**src/design/sdb_pkg.sv**
```systemverilog
package sdb_pkg;
  // ------------------------------------------------------------
  // register map
  // ------------------------------------------------------------
  localparam logic [15:0] RX_A_START_OFF = 16'h4480;
  localparam logic [15:0] RX_A_END_OFF   = 16'h4482;
  localparam logic [15:0] RX_B_START_OFF = 16'h4484;
  localparam logic [15:0] RX_B_END_OFF   = 16'h4486;
  localparam logic [15:0] TX_A_START_OFF = 16'h4488;
  localparam logic [15:0] TX_A_END_OFF   = 16'h448a;
  localparam logic [15:0] TX_B_START_OFF = 16'h448c;
  localparam logic [15:0] TX_B_END_OFF   = 16'h448e;
  localparam logic [15:0] RX_A_FILL_OFF  = 16'h4490;
  localparam logic [15:0] RX_B_FILL_OFF  = 16'h4492;
  localparam logic [15:0] TX_FILL_OFF    = 16'h4494;
  localparam logic [15:0] CTRL_OFF       = 16'h4496;
  localparam logic [15:0] STAT_OFF       = 16'h4498;
  localparam logic [15:0] RX_A_ERR_OFF   = 16'h449a;
  localparam logic [15:0] RX_B_ERR_OFF   = 16'h449c;
  localparam logic [15:0] IRQ_FLAG_OFF   = 16'h449e;
  localparam logic [15:0] IRQ_MASK_OFF   = 16'h44a0;
  // ------------------------------------------------------------
  // fields and reset values
  // ------------------------------------------------------------
  localparam logic [2:0]  PTR_TOP_BITS = 3'h3;
  localparam logic [12:0] PTR_RESET    = 13'h0000;
  localparam int CTL_LOAD_RXA = 0;
  localparam int CTL_LOAD_RXB = 1;
  localparam int CTL_LOAD_TXA = 2;
  localparam int CTL_LOAD_TXB = 3;
  localparam int CTL_RX_RESET = 4;
  localparam int CTL_TX_RESET = 5;
  localparam int STAT_RXA_OVF = 4;
  localparam int STAT_RXB_OVF = 5;
  localparam int IRQ_LSB      = 9;
  localparam int IRQ_N        = 4;

  typedef enum logic [1:0] {
    SDB_TX_IDLE,
    SDB_TX_READ,
    SDB_TX_DATA
  } sdb_tx_state_t;

  // ram address of the next byte in a buffer
  function automatic logic [12:0] buf_addr(input logic [12:0] base,
                                           input logic [12:0] ofs);
    return base + ofs;
  endfunction : buf_addr

  // readback of a start or end pointer
  function automatic logic [15:0] ptr_word(input logic [12:0] p);
    return {PTR_TOP_BITS, p};
  endfunction : ptr_word

  // readback of a read-only offset
  function automatic logic [15:0] cnt_word(input logic [12:0] c);
    return {3'h0, c};
  endfunction : cnt_word
endpackage : sdb_pkg

```
**src/design/sdb_chan_if.sv**
```systemverilog
`timescale 1ns/1ps
interface sdb_chan_if;
  logic        load;
  logic        clr;
  logic        wr;
  logic        err;
  logic        ovf;
  logic [12:0] start;
  logic [12:0] fin;
  logic        done;
  logic        loaded;
  logic        ovf_flag;
  logic [12:0] count;
  logic [12:0] err_off;
  logic [12:0] addr;
  modport ctl  (output load, clr, wr, err, ovf, start, fin,
                input  done, loaded, ovf_flag, count, err_off, addr);
  modport chan (input  load, clr, wr, err, ovf, start, fin,
                output done, loaded, ovf_flag, count, err_off, addr);
endinterface : sdb_chan_if

```
**src/design/sdb_dma_ptrs.sv**
```systemverilog
`timescale 1ns/1ps
// Overview of operation
// - receive buffer A keeps a 13-bit next-byte offset counted from zero.
// - receive buffer B keeps its own 13-bit next-byte offset.
// - the active transmit buffer's 13-bit next-byte offset is readable.
// - a buffer that fills and unloads returns its offset to zero.
// - receive buffer A is bounded by writable start and end addresses.
// - receive buffer B is bounded by writable start and end addresses.
// - transmit buffer A is bounded by writable start and end addresses.
// - transmit buffer B is bounded by writable start and end addresses.
// - the offset of the first errored byte in receive buffer A is kept.
// - the offset of the first errored byte in receive buffer B is kept.
// - a first-error offset reads zero while no error is captured.
// - later errors in the same buffer leave the captured offset alone.
// - error capture re-arms only on reload or on receive reset.
// - the buffer A overrun flag clears on its next load or rx reset.
// - each buffer's unload raises a pending interrupt event.
module sdb_dma_ptrs (
  input  wire logic        mclk_in,
  input  wire logic        rst_in,
  input  wire logic [15:0] addr_in,
  input  wire logic [15:0] wdata_in,
  input  wire logic        wr_in,
  input  wire logic        rd_in,
  output logic      [15:0] rd_data_out,
  input  wire logic        rx_valid_in,
  input  wire logic [7:0]  rx_byte_in,
  input  wire logic        rx_err_in,
  input  wire logic        tx_req_in,
  output logic             tx_valid_out,
  output logic      [7:0]  tx_byte_out,
  output logic      [12:0] ram_addr_out,
  output logic      [7:0]  ram_wdata_out,
  output logic             ram_we_out,
  output logic             ram_re_out,
  input  wire logic [7:0]  ram_rdata_in,
  output logic             irq_out
);
  // ------------------------------------------------------------
  // state
  // ------------------------------------------------------------
  typedef struct packed {
    logic [12:0]                rxa_s;
    logic [12:0]                rxa_e;
    logic [12:0]                rxb_s;
    logic [12:0]                rxb_e;
    logic [12:0]                txa_s;
    logic [12:0]                txa_e;
    logic [12:0]                txb_s;
    logic [12:0]                txb_e;
    logic                       rx_sel;
    logic                       tx_sel;
    sdb_pkg::sdb_tx_state_t     tx_st;
    logic                       tx_pend;
    logic [15:0]                rdata;
    logic [12:0]                ram_addr;
    logic [7:0]                 ram_wdata;
    logic                       ram_we;
    logic                       ram_re;
    logic [7:0]                 tx_byte;
    logic                       tx_valid;
  } sdb_top_st_t;

  sdb_top_st_t r_reg;
  sdb_top_st_t r_next;

  sdb_chan_if rxa_if ();
  sdb_chan_if rxb_if ();
  sdb_chan_if txa_if ();
  sdb_chan_if txb_if ();

  logic        ctl_wr;
  logic        rx_use_b;
  logic        rx_ok;
  logic        rx_go;
  logic        tx_use_b;
  logic        tx_ok;
  logic        tx_start;
  logic [12:0] tx_cnt;
  logic [3:0]  irq_stat;
  logic [3:0]  irq_mask;

  // ------------------------------------------------------------
  // buffer selection
  // ------------------------------------------------------------
  assign ctl_wr = wr_in && (addr_in == sdb_pkg::CTRL_OFF);

  // ping-pong: stay on the selected buffer, else fall to the other
  assign rx_use_b = r_reg.rx_sel ? (rxb_if.loaded || !rxa_if.loaded)
                                 : (rxb_if.loaded && !rxa_if.loaded);
  assign rx_ok    = rx_use_b ? rxb_if.loaded : rxa_if.loaded;
  assign rx_go    = rx_valid_in && rx_ok;

  assign tx_use_b = r_reg.tx_sel ? (txb_if.loaded || !txa_if.loaded)
                                 : (txb_if.loaded && !txa_if.loaded);
  assign tx_ok    = tx_use_b ? txb_if.loaded : txa_if.loaded;
  // receive writes own the ram port; a fetch waits out every cycle with rx_go high
  assign tx_start = (r_reg.tx_st == sdb_pkg::SDB_TX_IDLE) &&
                    (r_reg.tx_pend || tx_req_in) && tx_ok && !rx_go;
  assign tx_cnt   = r_reg.tx_sel ? txb_if.count : txa_if.count;

  // ------------------------------------------------------------
  // receive channels
  // ------------------------------------------------------------
  assign rxa_if.load  = ctl_wr && wdata_in[sdb_pkg::CTL_LOAD_RXA];
  assign rxa_if.clr   = ctl_wr && wdata_in[sdb_pkg::CTL_RX_RESET];
  assign rxa_if.wr    = rx_valid_in && !rx_use_b;
  assign rxa_if.err   = rx_err_in;
  assign rxa_if.ovf   = rx_valid_in && !rx_ok && !rx_use_b;
  assign rxa_if.start = r_reg.rxa_s;
  assign rxa_if.fin   = r_reg.rxa_e;

  assign rxb_if.load  = ctl_wr && wdata_in[sdb_pkg::CTL_LOAD_RXB];
  assign rxb_if.clr   = ctl_wr && wdata_in[sdb_pkg::CTL_RX_RESET];
  assign rxb_if.wr    = rx_valid_in && rx_use_b;
  assign rxb_if.err   = rx_err_in;
  assign rxb_if.ovf   = rx_valid_in && !rx_ok && rx_use_b;
  assign rxb_if.start = r_reg.rxb_s;
  assign rxb_if.fin   = r_reg.rxb_e;

  // ------------------------------------------------------------
  // transmit channels
  // ------------------------------------------------------------
  assign txa_if.load  = ctl_wr && wdata_in[sdb_pkg::CTL_LOAD_TXA];
  assign txa_if.clr   = ctl_wr && wdata_in[sdb_pkg::CTL_TX_RESET];
  assign txa_if.wr    = (r_reg.tx_st == sdb_pkg::SDB_TX_DATA) &&
                        !r_reg.tx_sel;
  assign txa_if.err   = 1'b0;
  assign txa_if.ovf   = 1'b0;
  assign txa_if.start = r_reg.txa_s;
  assign txa_if.fin   = r_reg.txa_e;

  assign txb_if.load  = ctl_wr && wdata_in[sdb_pkg::CTL_LOAD_TXB];
  assign txb_if.clr   = ctl_wr && wdata_in[sdb_pkg::CTL_TX_RESET];
  assign txb_if.wr    = (r_reg.tx_st == sdb_pkg::SDB_TX_DATA) &&
                        r_reg.tx_sel;
  assign txb_if.err   = 1'b0;
  assign txb_if.ovf   = 1'b0;
  assign txb_if.start = r_reg.txb_s;
  assign txb_if.fin   = r_reg.txb_e;

  sdb_chan u_rxa (.clk_in(mclk_in), .rst_in(rst_in), .ch(rxa_if.chan));
  sdb_chan u_rxb (.clk_in(mclk_in), .rst_in(rst_in), .ch(rxb_if.chan));
  sdb_chan u_txa (.clk_in(mclk_in), .rst_in(rst_in), .ch(txa_if.chan));
  sdb_chan u_txb (.clk_in(mclk_in), .rst_in(rst_in), .ch(txb_if.chan));

  // ------------------------------------------------------------
  // interrupts
  // ------------------------------------------------------------
  sdb_irq u_irq (
    .clk_in     (mclk_in),
    .rst_in     (rst_in),
    .ev_in      ({txb_if.done, txa_if.done, rxb_if.done, rxa_if.done}),
    .clr_wr_in  (wr_in && (addr_in == sdb_pkg::IRQ_FLAG_OFF)),
    .mask_wr_in (wr_in && (addr_in == sdb_pkg::IRQ_MASK_OFF)),
    .wdata_in   (wdata_in[sdb_pkg::IRQ_LSB +: sdb_pkg::IRQ_N]),
    .status_out (irq_stat),
    .mask_out   (irq_mask),
    .irq_out    (irq_out)
  );

  // ------------------------------------------------------------
  // next state
  // ------------------------------------------------------------
  always_comb begin
    logic [15:0] rmux;
    rmux            = 16'h0000;
    r_next          = r_reg;
    r_next.ram_we   = 1'b0;
    r_next.ram_re   = 1'b0;
    r_next.tx_valid = 1'b0;

    // pointer writes, upper three bits are fixed
    if (wr_in) begin
      unique case (addr_in)
        sdb_pkg::RX_A_START_OFF: r_next.rxa_s = wdata_in[12:0];
        sdb_pkg::RX_A_END_OFF:   r_next.rxa_e = wdata_in[12:0];
        sdb_pkg::RX_B_START_OFF: r_next.rxb_s = wdata_in[12:0];
        sdb_pkg::RX_B_END_OFF:   r_next.rxb_e = wdata_in[12:0];
        sdb_pkg::TX_A_START_OFF: r_next.txa_s = wdata_in[12:0];
        sdb_pkg::TX_A_END_OFF:   r_next.txa_e = wdata_in[12:0];
        sdb_pkg::TX_B_START_OFF: r_next.txb_s = wdata_in[12:0];
        sdb_pkg::TX_B_END_OFF:   r_next.txb_e = wdata_in[12:0];
        default: ;
      endcase
    end

    // receive path: byte straight to ram at start plus offset
    if (rx_go) begin
      r_next.ram_we    = 1'b1;
      r_next.ram_addr  = rx_use_b ? rxb_if.addr : rxa_if.addr;
      r_next.ram_wdata = rx_byte_in;
      r_next.rx_sel    = rx_use_b;
    end
    // a finished buffer hands over to its partner
    if (rxa_if.done) begin
      r_next.rx_sel = 1'b1;
    end
    if (rxb_if.done) begin
      r_next.rx_sel = 1'b0;
    end
    if (rxa_if.clr) begin
      r_next.rx_sel = 1'b0;
    end

    // transmit fetch, ram answers one cycle after the read strobe
    if (tx_req_in) begin
      r_next.tx_pend = 1'b1;
    end
    unique case (r_reg.tx_st)
      sdb_pkg::SDB_TX_IDLE: begin
        if (tx_start) begin
          r_next.ram_re   = 1'b1;
          r_next.ram_addr = tx_use_b ? txb_if.addr : txa_if.addr;
          r_next.tx_sel   = tx_use_b;
          r_next.tx_pend  = 1'b0;
          r_next.tx_st    = sdb_pkg::SDB_TX_READ;
        end
      end
      sdb_pkg::SDB_TX_READ: begin
        r_next.tx_st = sdb_pkg::SDB_TX_DATA;
      end
      sdb_pkg::SDB_TX_DATA: begin
        r_next.tx_byte  = ram_rdata_in;
        r_next.tx_valid = 1'b1;
        r_next.tx_st    = sdb_pkg::SDB_TX_IDLE;
      end
    endcase
    if (txa_if.done) begin
      r_next.tx_sel = 1'b1;
    end
    if (txb_if.done) begin
      r_next.tx_sel = 1'b0;
    end
    // reset drops a fetch in its read cycle; a byte already in the data cycle still surfaces
    if (txa_if.clr) begin
      r_next.tx_sel  = 1'b0;
      r_next.tx_pend = 1'b0;
      r_next.tx_st   = sdb_pkg::SDB_TX_IDLE;
    end

    // read mux, data stands only in the cycle after the strobe
    unique case (addr_in)
      sdb_pkg::RX_A_START_OFF: rmux = sdb_pkg::ptr_word(r_reg.rxa_s);
      sdb_pkg::RX_A_END_OFF:   rmux = sdb_pkg::ptr_word(r_reg.rxa_e);
      sdb_pkg::RX_B_START_OFF: rmux = sdb_pkg::ptr_word(r_reg.rxb_s);
      sdb_pkg::RX_B_END_OFF:   rmux = sdb_pkg::ptr_word(r_reg.rxb_e);
      sdb_pkg::TX_A_START_OFF: rmux = sdb_pkg::ptr_word(r_reg.txa_s);
      sdb_pkg::TX_A_END_OFF:   rmux = sdb_pkg::ptr_word(r_reg.txa_e);
      sdb_pkg::TX_B_START_OFF: rmux = sdb_pkg::ptr_word(r_reg.txb_s);
      sdb_pkg::TX_B_END_OFF:   rmux = sdb_pkg::ptr_word(r_reg.txb_e);
      sdb_pkg::RX_A_FILL_OFF:
        rmux = sdb_pkg::cnt_word(rxa_if.count);
      sdb_pkg::RX_B_FILL_OFF:
        rmux = sdb_pkg::cnt_word(rxb_if.count);
      sdb_pkg::TX_FILL_OFF:
        rmux = sdb_pkg::cnt_word(tx_cnt);
      sdb_pkg::RX_A_ERR_OFF:
        rmux = sdb_pkg::cnt_word(rxa_if.err_off);
      sdb_pkg::RX_B_ERR_OFF:
        rmux = sdb_pkg::cnt_word(rxb_if.err_off);
      sdb_pkg::STAT_OFF: begin
        rmux[0] = rxa_if.loaded;
        rmux[1] = rxb_if.loaded;
        rmux[2] = txa_if.loaded;
        rmux[3] = txb_if.loaded;
        rmux[sdb_pkg::STAT_RXA_OVF] = rxa_if.ovf_flag;
        rmux[sdb_pkg::STAT_RXB_OVF] = rxb_if.ovf_flag;
      end
      sdb_pkg::IRQ_FLAG_OFF:
        rmux[sdb_pkg::IRQ_LSB +: sdb_pkg::IRQ_N] = irq_stat;
      sdb_pkg::IRQ_MASK_OFF:
        rmux[sdb_pkg::IRQ_LSB +: sdb_pkg::IRQ_N] = irq_mask;
      default: rmux = 16'h0000; // unmapped and control read zero
    endcase
    r_next.rdata = rd_in ? rmux : 16'h0000;
  end

  // ------------------------------------------------------------
  // state register
  // ------------------------------------------------------------
  always_ff @(posedge mclk_in or posedge rst_in) begin
    if (rst_in) begin
      r_reg       <= '0;
      r_reg.tx_st <= sdb_pkg::SDB_TX_IDLE;
    end else begin
      r_reg <= r_next;
    end
  end

  assign rd_data_out   = r_reg.rdata;
  assign tx_valid_out  = r_reg.tx_valid;
  assign tx_byte_out   = r_reg.tx_byte;
  assign ram_addr_out  = r_reg.ram_addr;
  assign ram_wdata_out = r_reg.ram_wdata;
  assign ram_we_out    = r_reg.ram_we;
  assign ram_re_out    = r_reg.ram_re;

  // ------------------------------------------------------------
  // checks
  // ------------------------------------------------------------
  AST_RX_WR_ADDR:
  assert property (@(posedge mclk_in) disable iff (rst_in)
    rx_go |=> ram_we_out && ram_addr_out == $past(rx_use_b ?
      rxb_if.addr : rxa_if.addr) && ram_wdata_out == $past(rx_byte_in))
    else $error("receive byte not written at start plus offset");
  AST_RXA_ADV:
  assert property (@(posedge mclk_in) disable iff (rst_in)
    rx_go && !rx_use_b && rxa_if.addr != rxa_if.fin && !rxa_if.clr
    |=> rxa_if.count == $past(rxa_if.count) + 13'h0001)
    else $error("buffer A offset did not advance");
  AST_RXB_ADV:
  assert property (@(posedge mclk_in) disable iff (rst_in)
    rx_go && rx_use_b && rxb_if.addr != rxb_if.fin && !rxb_if.clr
    |=> rxb_if.count == $past(rxb_if.count) + 13'h0001)
    else $error("buffer B offset did not advance");
  AST_TX_RD:
  assert property (@(posedge mclk_in) disable iff (rst_in)
    rd_in && addr_in == sdb_pkg::TX_FILL_OFF
    |=> rd_data_out == {3'h0, $past(tx_cnt)})
    else $error("transmit offset readback wrong");
  AST_PTR_RD:
  assert property (@(posedge mclk_in) disable iff (rst_in)
    wr_in && addr_in == sdb_pkg::RX_A_START_OFF ##1
    rd_in && addr_in == sdb_pkg::RX_A_START_OFF
    |=> rd_data_out == {3'h3, $past(wdata_in[12:0], 2)})
    else $error("start pointer readback wrong");
  AST_TX_FETCH:
  assert property (@(posedge mclk_in) disable iff (rst_in)
    tx_start && !txa_if.clr && !txb_if.clr
    |=> ram_re_out ##2 tx_valid_out)
    else $error("transmit fetch did not deliver in three cycles");
  AST_UNLOAD_EV:
  assert property (@(posedge mclk_in) disable iff (rst_in)
    rxa_if.done |=> irq_stat[0])
    else $error("unload event not pending");
  AST_RD_IDLE:
  assert property (@(posedge mclk_in) disable iff (rst_in)
    !rd_in |=> rd_data_out == 16'h0000)
    else $error("read data outside its cycle");

  COV_RXA_UNLOAD:
  cover property (@(posedge mclk_in) disable iff (rst_in) rxa_if.done);
  COV_RX_SWAP:
  cover property (@(posedge mclk_in) disable iff (rst_in)
    rxa_if.done ##[1:20] rx_go && rx_use_b);
  COV_TX_BYTE:
  cover property (@(posedge mclk_in) disable iff (rst_in) tx_valid_out);
  COV_IRQ:
  cover property (@(posedge mclk_in) disable iff (rst_in) irq_out);
endmodule : sdb_dma_ptrs

```
**src/design/sdb_chan.sv**
```systemverilog
`timescale 1ns/1ps
module sdb_chan (
  input  wire logic clk_in,
  input  wire logic rst_in,
  sdb_chan_if.chan  ch
);
  typedef struct packed {
    logic        loaded;
    logic        capt;
    logic        ovf;
    logic        done;
    logic [12:0] count;
    logic [12:0] err_off;
  } sdb_chan_st_t;

  sdb_chan_st_t r_reg;
  sdb_chan_st_t r_next;

  assign ch.addr     = sdb_pkg::buf_addr(ch.start, r_reg.count);
  assign ch.loaded   = r_reg.loaded;
  assign ch.ovf_flag = r_reg.ovf;
  assign ch.done     = r_reg.done;
  assign ch.count    = r_reg.count;
  assign ch.err_off  = r_reg.err_off;

  // load, advance, wrap and first-error capture
  always_comb begin
    r_next      = r_reg;
    r_next.done = 1'b0;
    if (ch.clr) begin
      r_next = '0;
    end else begin
      if (ch.load) begin
        r_next.loaded  = 1'b1;
        r_next.capt    = 1'b0;
        r_next.err_off = sdb_pkg::PTR_RESET;
        r_next.ovf     = 1'b0;
      end
      if (ch.wr && r_reg.loaded) begin
        if (ch.err && !r_reg.capt) begin
          r_next.err_off = r_reg.count;
          r_next.capt    = 1'b1;
        end
        if (ch.addr == ch.fin) begin
          r_next.loaded = 1'b0;
          r_next.count  = sdb_pkg::PTR_RESET;
          r_next.done   = 1'b1;
        end else begin
          r_next.count = r_reg.count + 13'h0001;
        end
      end
      if (ch.ovf) begin
        r_next.ovf = 1'b1; // set beats the clear on load
      end
    end
  end

  // state register
  always_ff @(posedge clk_in or posedge rst_in) begin
    if (rst_in) begin
      r_reg <= '0;
    end else begin
      r_reg <= r_next;
    end
  end

  AST_WRAP:
  assert property (@(posedge clk_in) disable iff (rst_in)
    ch.wr && r_reg.loaded && ch.addr == ch.fin && !ch.clr
    |=> r_reg.count == 13'h0000 && r_reg.done && !r_reg.loaded)
    else $error("offset did not wrap at end address");
  AST_ERR_HOLD:
  assert property (@(posedge clk_in) disable iff (rst_in)
    r_reg.capt && !ch.clr && !ch.load |=> $stable(r_reg.err_off))
    else $error("captured error offset changed");
  AST_ERR_CAP:
  assert property (@(posedge clk_in) disable iff (rst_in)
    ch.wr && ch.err && r_reg.loaded && !r_reg.capt && !ch.clr
    |=> r_reg.capt && r_reg.err_off == $past(r_reg.count))
    else $error("first error offset not captured");
  AST_ERR_ZERO:
  assert property (@(posedge clk_in) disable iff (rst_in)
    ch.load && !ch.wr |=> r_reg.err_off == 13'h0000 && !r_reg.capt)
    else $error("error offset not zero after load");
  AST_OVF_CLR:
  assert property (@(posedge clk_in) disable iff (rst_in)
    (ch.load || ch.clr) && !ch.ovf |=> !r_reg.ovf)
    else $error("overrun flag survived load");
endmodule : sdb_chan

```
**src/design/sdb_irq.sv**
```systemverilog
`timescale 1ns/1ps
module sdb_irq (
  input  wire logic       clk_in,
  input  wire logic       rst_in,
  input  wire logic [3:0] ev_in,
  input  wire logic       clr_wr_in,
  input  wire logic       mask_wr_in,
  input  wire logic [3:0] wdata_in,
  output logic      [3:0] status_out,
  output logic      [3:0] mask_out,
  output logic            irq_out
);
  typedef struct packed {
    logic [3:0] status;
    logic [3:0] mask;
    logic       irq;
  } sdb_irq_st_t;

  sdb_irq_st_t r_reg;
  sdb_irq_st_t r_next;

  // write-one-to-clear, a new event wins over the clear
  always_comb begin
    r_next = r_reg;
    if (clr_wr_in) begin
      r_next.status = r_reg.status & ~wdata_in;
    end
    r_next.status = r_next.status | ev_in;
    if (mask_wr_in) begin
      r_next.mask = wdata_in;
    end
    r_next.irq = |(r_next.status & r_next.mask);
  end

  // state register
  always_ff @(posedge clk_in or posedge rst_in) begin
    if (rst_in) begin
      r_reg <= '0;
    end else begin
      r_reg <= r_next;
    end
  end

  assign status_out = r_reg.status;
  assign mask_out   = r_reg.mask;
  assign irq_out    = r_reg.irq;
endmodule : sdb_irq

```
**config.mk**
```make
export PLATFORM = sky130hd
export DESIGN_NAME = sdb_dma_ptrs
export DESIGN_NICKNAME = d
export VERILOG_FILES = /design/src/design/sdb_pkg.sv /design/src/design/sdb_chan_if.sv /design/src/design/sdb_dma_ptrs.sv /design/src/design/sdb_chan.sv /design/src/design/sdb_irq.sv
export SDC_FILE = /design/constraint.sdc
export NUM_CORES = 1
export LEC_CHECK = 0
export ABC_AREA = 1
export BUFFER_PORTS_ARGS = -buffer_cell sky130_fd_sc_hd__buf_4
export CAP_MARGIN = 40
export CORE_MARGIN = 4
export CORE_UTILIZATION = 60
export DETAILED_ROUTE_END_ITERATION = 10
export GPL_ROUTABILITY_DRIVEN = 0
export PLACE_DENSITY_LB_ADDON = 0.12
export SKIP_CTS_REPAIR_TIMING = 1
export SLEW_MARGIN = 10
export SYNTH_ARGS = -nofsm -noshare
export SYNTH_HDL_FRONTEND = slang
export SYNTH_SLANG_ARGS = --single-unit
```
**constraint.sdc**
```tcl
create_clock -name mclk_in -period 12 [get_ports mclk_in]
set_input_delay 0.6 -clock mclk_in [delete_from_list [all_inputs] [get_ports mclk_in]]
set_output_delay 0.6 -clock mclk_in [all_outputs]
set_load 0.05 [all_outputs]
```
After elaboration in Yosys (flattened, before gate mapping)
Index checks and enable logic that the tools add are counted.
Cells by class
  add/sub/neg operators: 8
  multipliers: 0
  divide/modulo/power cells: 0
  order comparisons: 0
  equality and inequality tests: 24
  shifts and indexed selects: 0
  mux-type cells: 70
  bitwise operators: 4
  reductions and logical operators: 60
Operators by type and width (count)
  $eq A16 B15 Y1 const B: 17
  $mux W13: 15
  $mux W30: 4
  $mux W27: 4
  $pmux W6 S14: 1
  $pmux W4 S15: 1
  $add A13 B1 Y13 const B: 4
  $add A13 B13 Y13: 4
  $eq A13 B13 Y1: 4
  $pmux W3 S13: 1
  $logic_and A1 B1 Y1: 28
  $mux W1: 28
  $mux W22: 1
  $reduce_and A2 Y1: 9
  $mux W16: 1
  $mux W4: 4
  $mux W3: 4
  $reduce_bool A4 Y1: 3
  $mux W2: 5
  $and A4 B4 Y4: 2
  $logic_not A1 Y1: 8
  $reduce_bool A2 Y1: 4
  $reduce_or A8 Y1: 1
  $pmux W2 S3: 1
  9 further kinds: 12
Word-level totals
  flip-flop bits (word level): 284
  latch bits: 0
  bits in writable memories: 0
  ROM bits: 0
  logic and storage cells: 210
  memories kept: 0

Longest topological paths before layout
Gate-level depths: netlist of run 1.
  depth in word-level cells: 12
  depth in mapped cells: 19
  mapped depth without buffers: 18

By module
From an unflattened synthesis of run 1, not the netlist that was laid out.
Second synthesis, totals
  cell total of the unflattened synthesis: 3027
  area, all modules: 20355.8 um^2
Modules (own cells, without submodules)
  sdb_dma_ptrs: instances 1, cells an instance 1201, area each 8673.3 um^2
  sdb_chan (u_txa): instances 1, cells an instance 442, area each 2864.0 um^2
  sdb_chan (u_rxa): instances 1, cells an instance 459, area each 2831.5 um^2
  sdb_chan (u_rxb): instances 1, cells an instance 450, area each 2803.9 um^2
  sdb_chan (u_txb): instances 1, cells an instance 427, area each 2798.9 um^2
  sdb_irq: instances 1, cells an instance 48, area each 384.1 um^2

Worst setup path after synthesis of run 1
No wires, ideal clock.
  kind: register to register
  from: reg u_rxb.r_reg (netlist bit u_rxb.ch.count[0])
  to: reg u_rxb.r_reg (netlist bit u_rxb.ch.count[0])
  arrival: 2.290 ns
  slack: 9.593 ns
  cell stages (with the launch flop): 18
  clock period less this slack: 2.407 ns
  cell sequence: dfrtp_1 ha_1 inv_1 fa_1 inv_1 nand2_1 nand2_1 nand2_1 or2_1 nand3_1 nand2_1 nor2_1 nand3_1 nor2_1 nand3b_1 buf_2 nand2_1 nand2_1
Between the ends
  cells in the longest elaborated chain, start to end: 5
Ends and longest elaborated chain
  start: declaration: line sdb_chan.sv:16  | sdb_chan_st_t r_reg;
  start signal: assignment: line sdb_chan.sv:63  | r_reg <= r_next;
  $add A13 B13 Y13: line sdb_pkg.sv:47  | return base + ofs;
  $eq A13 B13 Y1: line sdb_chan.sv:44  | if (ch.addr == ch.fin) begin
  $mux W13 *: line sdb_chan.sv:44
  $mux W27 *: line sdb_chan.sv:39  | if (ch.wr && r_reg.loaded) begin
  $mux W30 *: line sdb_chan.sv:30  | if (ch.clr) begin
Every way passes the cells marked *; elsewhere a longest branch is shown, timed or not. The select of a mux whose other input is x is not followed.
A chain may end at the register's enable or synchronous reset.

Worst setup path after layout of run 1
  from: reg u_txb.r_reg (netlist bit u_txb.ch.count[0])
  to: reg u_txb.r_reg (netlist bit u_txb.ch.count[12])
Between the ends
  cells in the longest elaborated chain, start to end: 5
Ends and longest elaborated chain (line)
  start: declaration: sdb_chan.sv:16
  start signal: assignment: sdb_chan.sv:63
  $add A13 B13 Y13: sdb_pkg.sv:47
  $eq A13 B13 Y1: sdb_chan.sv:44
  $mux W13 *: sdb_chan.sv:44
  $mux W27 *: sdb_chan.sv:39
  $mux W30 *: sdb_chan.sv:30
Marks and branches as above.

==> results.md, run 1 <==
- Slowest CP cell: dfrtp_1
- FF+latch area: ~0.0064 mm²
- Clock Latency Late Sink: roughly 0.56 ns
- # DRC: 0
- TritonCTS clock tree: done
- Crit Path Max Fanout: 13
- Met1 Resource Use GR: 0.4990
- CP Depth: 17
- CP bufs+invs: 2
- CP max stage delay: between 0.4 and 0.5 ns
- M3 GR Usage: 0.1242
- Via density: just under 6
- Hold crit path type: in2async
- Post-DP HPWL: about 43,000 µm
- H-Tree Depth: 1
- Clock Pin Slew Worst Setup and Hold Paths: approximately 0.06 ns
- Chip height: ~180 µm
- Area growth from synthesis to layout: 9.289%
- Path depth of the worst reg2reg path: 17
- Maxcap violations: 0
- Final setup vio count: 0
- Starting Density: 0.6070
- Slew Viols, Final: 0
- FF+latch count, synth: approximately 250
- DR iter-0 viols: between 2,000 and 2,500
- Final worst path period need: around 3.3 ns
- CP Launch Type: flip-flop
- Via count: 17,110
- Max Buffers Root-to-Sink: 3
- Syn nets: approximately 2,600
- Crit-path cells: ha_1 > inv_1 > fa_1 > inv_1 > nand2_1 > nand2_1 > nand2_1 > nand2_1 > nand2_1 > nand2_1 > nand2_1 > nor2_1 > nand3_1 > nor2_1 > nand3_1 > nand2_1 > nand2_1
- Ys async rst share: 1.000
- Global-route wire length before repair: 88,030 µm
- Final net count: ~2,600
- Area of the multi-input gates: between 0.008 and 0.009 mm²
- Top Usage Layer GRT: met2
- Cell repeated most along the worst path: nand2_1
- Pre-antenna DRT Iters: 7
- Remaining Overflow, GRT: 0
- GRT Overall Usage: 0.3663
- Clock Skews: around 0.019 ns
- Initial antenna violation count: 1
- ANT cells: 0
- I/O Buffers: between 90 and 100
- Post-route ant nets: 0
- CTS Buf Count: 28
- Drt wl/cell: between 15 and 20 µm
- Register area share after synthesis: 0.3769
- Chip width: 175.7 µm
- WL final: between 50,000 and 60,000 µm
- Syn Std Cell Area: ~0.017 mm²
- Peak VDD IR: between 90 and 100 µV
- Met2 Track Usage GR: 0.5281
- Die area: just over 0.03 mm²
- RSZ-0062 raised after global routing: false
- Worst setup EP type: flip-flop
- Layout cells sized above 1: 0.07882
- Filler cells: roughly 2,500
- Core area: around 0.028 mm²
- Root buf cell: clkbuf_16
- Critical path required time: roughly 12 ns
- Leakage: around 9.5 nW
- Synth cell types: 57
- Number of synthesized flops with an enable pin: 0
- Power Density: approximately 140 mW/mm²
- Num Clock Sinks: ~250
- Final Util: 0.6634
- Cell family with most CP delay: simple AND/OR/NAND/NOR gates
- I/O pin count: between 100 and 150
- Most used DFF post-synth: dfrtp_1
- Vias in the first global route: about 15,000
- Achievable Freq: 0.3055 GHz
- Worst-Margin Slew: 0.9160 ns
- Synth Instances: roughly 2,500
- Largest register FFs: 14
- Largest net degree at the start of global routing: between 100 and 150
- Status: completed
- Setup TNS: 0 ns
- Crit Path Class: reg2reg
- Mapped Avg Cell Area: 6.852 µm²
- Fin crit share: 0.2728
- Slew HR: 0.3847
- Rows: between 60 and 70
- Final Hold Viols: 0
- Synth Warn #: 0
- Worst Path Arrival: approximately 3.7 ns
[path summary, 6_finish.rpt]
check | startpoint | end | slack [ns]
setup / recovery | u_txb.ch.count[0] | u_txb.ch.count[12] | 8.73
hold / removal | rst_in | ram_wdata_out[6] | 0.16
setup reg to reg | u_txb.ch.count[0] | u_txb.ch.count[12] | 8.73
hold reg to reg | tx_byte_out[2] | tx_byte_out[2] | 0.47
max in group asynchronous | rst_in | u_txb.ch.count[12] | 10.59
min in group mclk_in | rx_byte_in[0] | ram_wdata_out[0] | 0.24
[metrics by stage]
stage / instances / power [mW] / hold slack [ns] / instance area, µm² / worst slack (ns)
finish: 2890 / 2.538 / 0.1568 / 18430 / 8.726
detailed placement: 2840 / 1.666 / 0.4595 / 17510 / 8.836
floorplan: 2461 / 1.521 / 0.3995 / 16860 / 4.415
global route: 2890 / 2.623 / 0.2384 / 18430 / 8.458
global placement: 2837 / 1.647 / 0.4548 / 17480 / 8.430
CTS: 2890 / 2.528 / 0.1890 / 18430 / 8.772
[cells in the mapped netlist, drive strengths merged, types with 4 or more instances]
cell	number	area (µm²)
a22oi	16	120.1
a221oi	4	35.03
clkbuf	27	103.9
xor2	25	219.0
nand3	181	928.4
o21ai	216	1085
ha	55	688.2
xnor2	8	70.07
fa	4	80.08
or2	10	62.56
o211ai	11	82.58
nor3	19	121.4
buf	77	540.5
o22ai	14	87.58
inv	279	1047
dfrtp	254	6356
nand3b	9	67.56
nor3b	11	82.58
nor2	214	882.1
nand2	879	3337
nand4	33	206.5
a21oi	91	459.2
[routing by layer]
layer / vias up / wire (µm)
met5: - / 13
met4: 2 / 3232
met3: 229 / 7874
met2: 1047 / 23850
met1: 7882 / 22570
li1: 7950 / -
[cell type report]
cell class	instances	area share
Clock buffer	37	0.04318
Clock inverter	13	0.006653
Sequential cell	254	0.3449
Timing Repair Buffer	105	0.04406
Tap cell	378	0.02566
Multi-Input combinational cell	1824	0.4783
Inverter	279	0.05723
[cells in the final DEF (no fill, tap or decap), types with 14 or more instances in the layout]
cell,n
nand2_1,866
clkbuf_16,29
buf_4,102
a21oi_1,90
nand3_1,178
ha_1,55
o21ai_0,209
inv_1,271
a22oi_1,16
nand4_1,33
nor2_1,205
nor3_1,15
dfrtp_1,254
xor2_1,25
o22ai_1,14
[worst register-to-register path: cells and delay by family (launching register included)]
family,cells,cell delay (ns)
DFF,1,0.49
buffers and inverters,2,0.20
and+or+nand+nor,13,1.77
adders and majority gates,2,0.68
[kinds of logic after synthesis]
kind of cell,share of synthesized area
other,0.0002224
adders and majority gates,0.04556
and+or+nand+nor,0.3388
buffers and inverters,0.1003
DFF,0.3769
AOI/OAI and AO/OA,0.1198
xor gates and xnor gates,0.01847
[power breakdown]
part | internal [mW] | switching (mW)
sequential | 0.965 | 0.0865
combinational | 0.181 | 0.433
clock | 0.506 | 0.366
total | 1.65 | 0.885
(Power assumes the default switching activity.)
==> inputs of run 2 (changes only) <==
--- a/config.mk
+++ b/config.mk
@@ -9,7 +9,7 @@
 export BUFFER_PORTS_ARGS = -buffer_cell sky130_fd_sc_hd__buf_4
 export CAP_MARGIN = 40
 export CORE_MARGIN = 4
-export CORE_UTILIZATION = 60
+export CORE_UTILIZATION = 56
 export DETAILED_ROUTE_END_ITERATION = 10
 export GPL_ROUTABILITY_DRIVEN = 0
 export PLACE_DENSITY_LB_ADDON = 0.12
==> constraint.sdc (replaced) <==
create_clock -name mclk_in -period 2.8 [get_ports mclk_in]
set_input_delay 0.14 -clock mclk_in [delete_from_list [all_inputs] [get_ports mclk_in]]
set_output_delay 0.14 -clock mclk_in [all_outputs]
set_load 0.05 [all_outputs]
==> run 2 against run 1 <==
  * Count of clock-buffer cells in the layout increased by 7
  * Total power grew to 4.4 times the previous value
  * Core utilization shrank 2.0 points
  * Non-clock buffer count rose by 65
  * Worst setup slack worse by 8.6 ns
  * Sequential power increased to 4.3 times the previous value
  * Critical path depth rose by 1
  * Combinational power increased to 4.5 times the previous value
  * Sequential share of layout area down 1.2 points
  * Fmax rose by 23%
  * Routed wire length increased by 2.7%
  * Clock power rose to 4.5 times the previous value
==> results.md, run 2 (synthesis results as in run 1) <==
- Root buf cell: clkbuf_16 (unchanged)
- Largest net degree at the start of global routing: 84 (was 148)
- Path depth of the worst reg2reg path: 18 (was 17)
- Post-DP HPWL: 45,040 µm (was 42,930 µm)
- Via density: 5.800 (was 5.920)
- Drt wl/cell: 19.92 µm (was 19.91 µm)
- Most frequent cells in the layout: 865 x nand2_1, 269 x inv_1, 252 x dfrtp_1 (was 866 x nand2_1, 271 x inv_1, 254 x dfrtp_1)
- Clock Skews: 0.02058 ns (was 0.01902 ns)
- Max Buffers Root-to-Sink: 3 (unchanged)
- Via count: 17,208 (was 17,110)
- Total net switching power: 3.842 mW (was 885.4 µW)
- Final Power: 11.12 mW (was 2.538 mW)
- Fin crit share: 0.9487 (was 0.2728)
- Largest register FFs: 14 (unchanged)
- Maxcap violations: 0 (unchanged)
- Worst-Margin Slew: 0.9049 ns (was 0.9160 ns)
- Power Density: 583.1 mW/mm² (was 137.7 mW/mm²)
- Clock Pin Slew Worst Setup and Hold Paths: 0.06 ns (about the same)
- WL final: 59,090 µm (was 57,540 µm)
- Layout cells sized above 1: 0.09973 (was 0.07882)
- Remaining Overflow, GRT: 0 (unchanged)
- Leakage: 9.863 nW (was 9.525 nW)
- ANT cells: 0 (unchanged)
- Crit Path Class: reg2reg (unchanged)
- Final Util: 0.6437 (was 0.6634)
- Post-Place Cell Area: 0.01785 mm² (was 0.01751 mm²)
- Cell area after layout: 0.01908 mm² (was 0.01843 mm²)
- Area growth from synthesis to layout: 13.12% (was 9.289%)
- FF-to-FF End: u_txb.ch.count[11] (was u_txb.ch.count[12])
- Pre-antenna DRT Iters: 6 (was 7)
- Combinational Power Share: 0.246 (was 0.242)
- Rows: 63 (was 61)
- Critical hold path startpoint: wdata_in[3]
- Slew HR: 0.3945 (was 0.3847)
- Reg2reg setup slack: 0.14 ns (was 8.73 ns)
- Post-route ant nets: 0 (unchanged)
- Starting Density: 0.5690 (was 0.6070)
- Slew Viols, Final: 0 (unchanged)
- I/O Buffers: 99 (unchanged)
- Hold-critical path depth: 5
- Critical path required time: 3.25 ns (was 12.43 ns)
- GRT Overall Usage: 0.3494 (was 0.3663)
- Commonest non-fill, non-tap cell in the layout: nand2_1 (unchanged)
- CP Launch Type: flip-flop (unchanged)
- Layout Cells excl Fill: 2,967 (was 2,890)
- Core area: 0.02964 mm² (was 0.02778 mm²)
- Vias in the first global route: 15,648 (was 15,416)
- Crit Path Max Fanout: 13 (unchanged)
- Die area: 0.03296 mm² (was 0.03085 mm²)
- Clock Latency Late Sink: 0.57 ns (was 0.56 ns)
- # DRC: 0 (unchanged)
- Sw Ratio: 0.3454 (was 0.3489)
- Num Clock Sinks: 254 (unchanged)
- Final worst path period need: 2.656 ns (was 3.274 ns)
- Power share of the sequential group: 0.404 (was 0.415)
- WHS Endpoint: u_txb.ch.loaded
- Status: completed (unchanged)
- Chip width: 181.5 µm (was 175.7 µm)
- Worst Path Arrival: 3.10 ns (was 3.71 ns)
- Clock share of power: 0.350 (was 0.344)
- Final net count: 2,672 (was 2,606)
- Final setup vio count: 0 (unchanged)
- Hold crit path type: in2reg (was in2async)
- R2R Path Start: u_txb.ch.count[0] (unchanged)
- Global-route wire length before repair: 90,210 µm (was 88,030 µm)
- DR iter-0 viols: 2,138 (was 2,420)
- Int Power: 7.281 mW (was 1.652 mW)
- Cells after DPL: 2,895 (was 2,840)
- Worst setup EP type: flip-flop (unchanged)
- Initial antenna violation count: 1 (unchanged)
- TritonCTS clock tree: done (unchanged)
- I/O pin count: 104 (unchanged)
- CTS Buf Count: 29 (was 28)
- Achievable Freq: 0.3765 GHz (was 0.3055 GHz)
- Final Hold Viols: 0 (unchanged)
- Peak VDD IR: 483.9 µV (was 91.45 µV)
- Chip height: 181.5 µm (was 175.7 µm)
- H-Tree Depth: 1 (unchanged)
[run 2: power groups by stage]
stage	sequential [mW]	clock, mW	combinational (mW)
floorplan	4.44	0	2.08
finish	4.49	3.90	2.74
global placement	4.51	0	2.63
global route	4.53	4.05	2.91
detailed placement	4.53	0	2.67
CTS	4.47	3.90	2.68
[run 2: through the flow]
step | hold slack (ns) | worst slack (ns) | TNS [ns]
5_1_grt | 0.04545 | -0.001183 | -0.001183
4_1_cts | -0.4313 | 0.1195 | 0
6_report | 0.03713 | 0.1438 | 0
3_3_place_gp | 0.1485 | 0.2231 | 0
2_1_floorplan | 0.2462 | -0.6836 | -173.65
3_5_place_dp | 0.1468 | 0.1457 | 0
[run 2: critical path: stages (launching register included)]
cell,delay [ns]
dfrtp_1,0.39
ha_2,0.21
inv_1,0.05
fa_1,0.38
inv_1,0.11
nand2_1,0.10
nand2_1,0.12
nand2_1,0.07
nand2_1,0.10
nand2_1,0.16
nand2_1,0.09
nand2_1,0.05
nor2_1,0.09
nand3_1,0.09
nor2_2,0.13
nand3_1,0.08
buf_4,0.19
nand2_1,0.07
nand2_1,0.05
[run 2: cell type report]
class	count	area (µm²)
clock inverters	6	80.08
repair buffers	170	1361
multi-input cells	1824	8856
fillers	2704	10560
inverters	279	1051
flip-flops and latches	254	6359
well taps	390	488.0
clock buffers	44	882.1
[run 2: how the worst max path moves through the flow]
stage | slack [ns] | to | start | cells after the start
finish | 0.14 | u_txb.ch.count[11] | u_txb.ch.count[0] | 18
global placement | 0.22 | u_txa.ch.count[7] | u_txa.ch.count[0] | 15
detailed placement | 0.15 | u_txa.ch.count[3] | u_txa.ch.count[0] | 15
floorplan | -0.68 | r_reg[48] | rst_in | 1
global route | -0.001 | u_rxb.ch.count[1] | u_rxb.ch.count[6] | 16
CTS | 0.12 | u_txa.ch.count[9] | u_txa.ch.count[0] | 15
[run 2: layer usage]
layer	GRT usage	vias up	part of all wire
met3	0.1140	216	0.14
li1	-	8071	-
met1	0.4832	7890	0.39
met4	0.1507	0	0.060
met2	0.5046	1031	0.41
met5	0	-	0
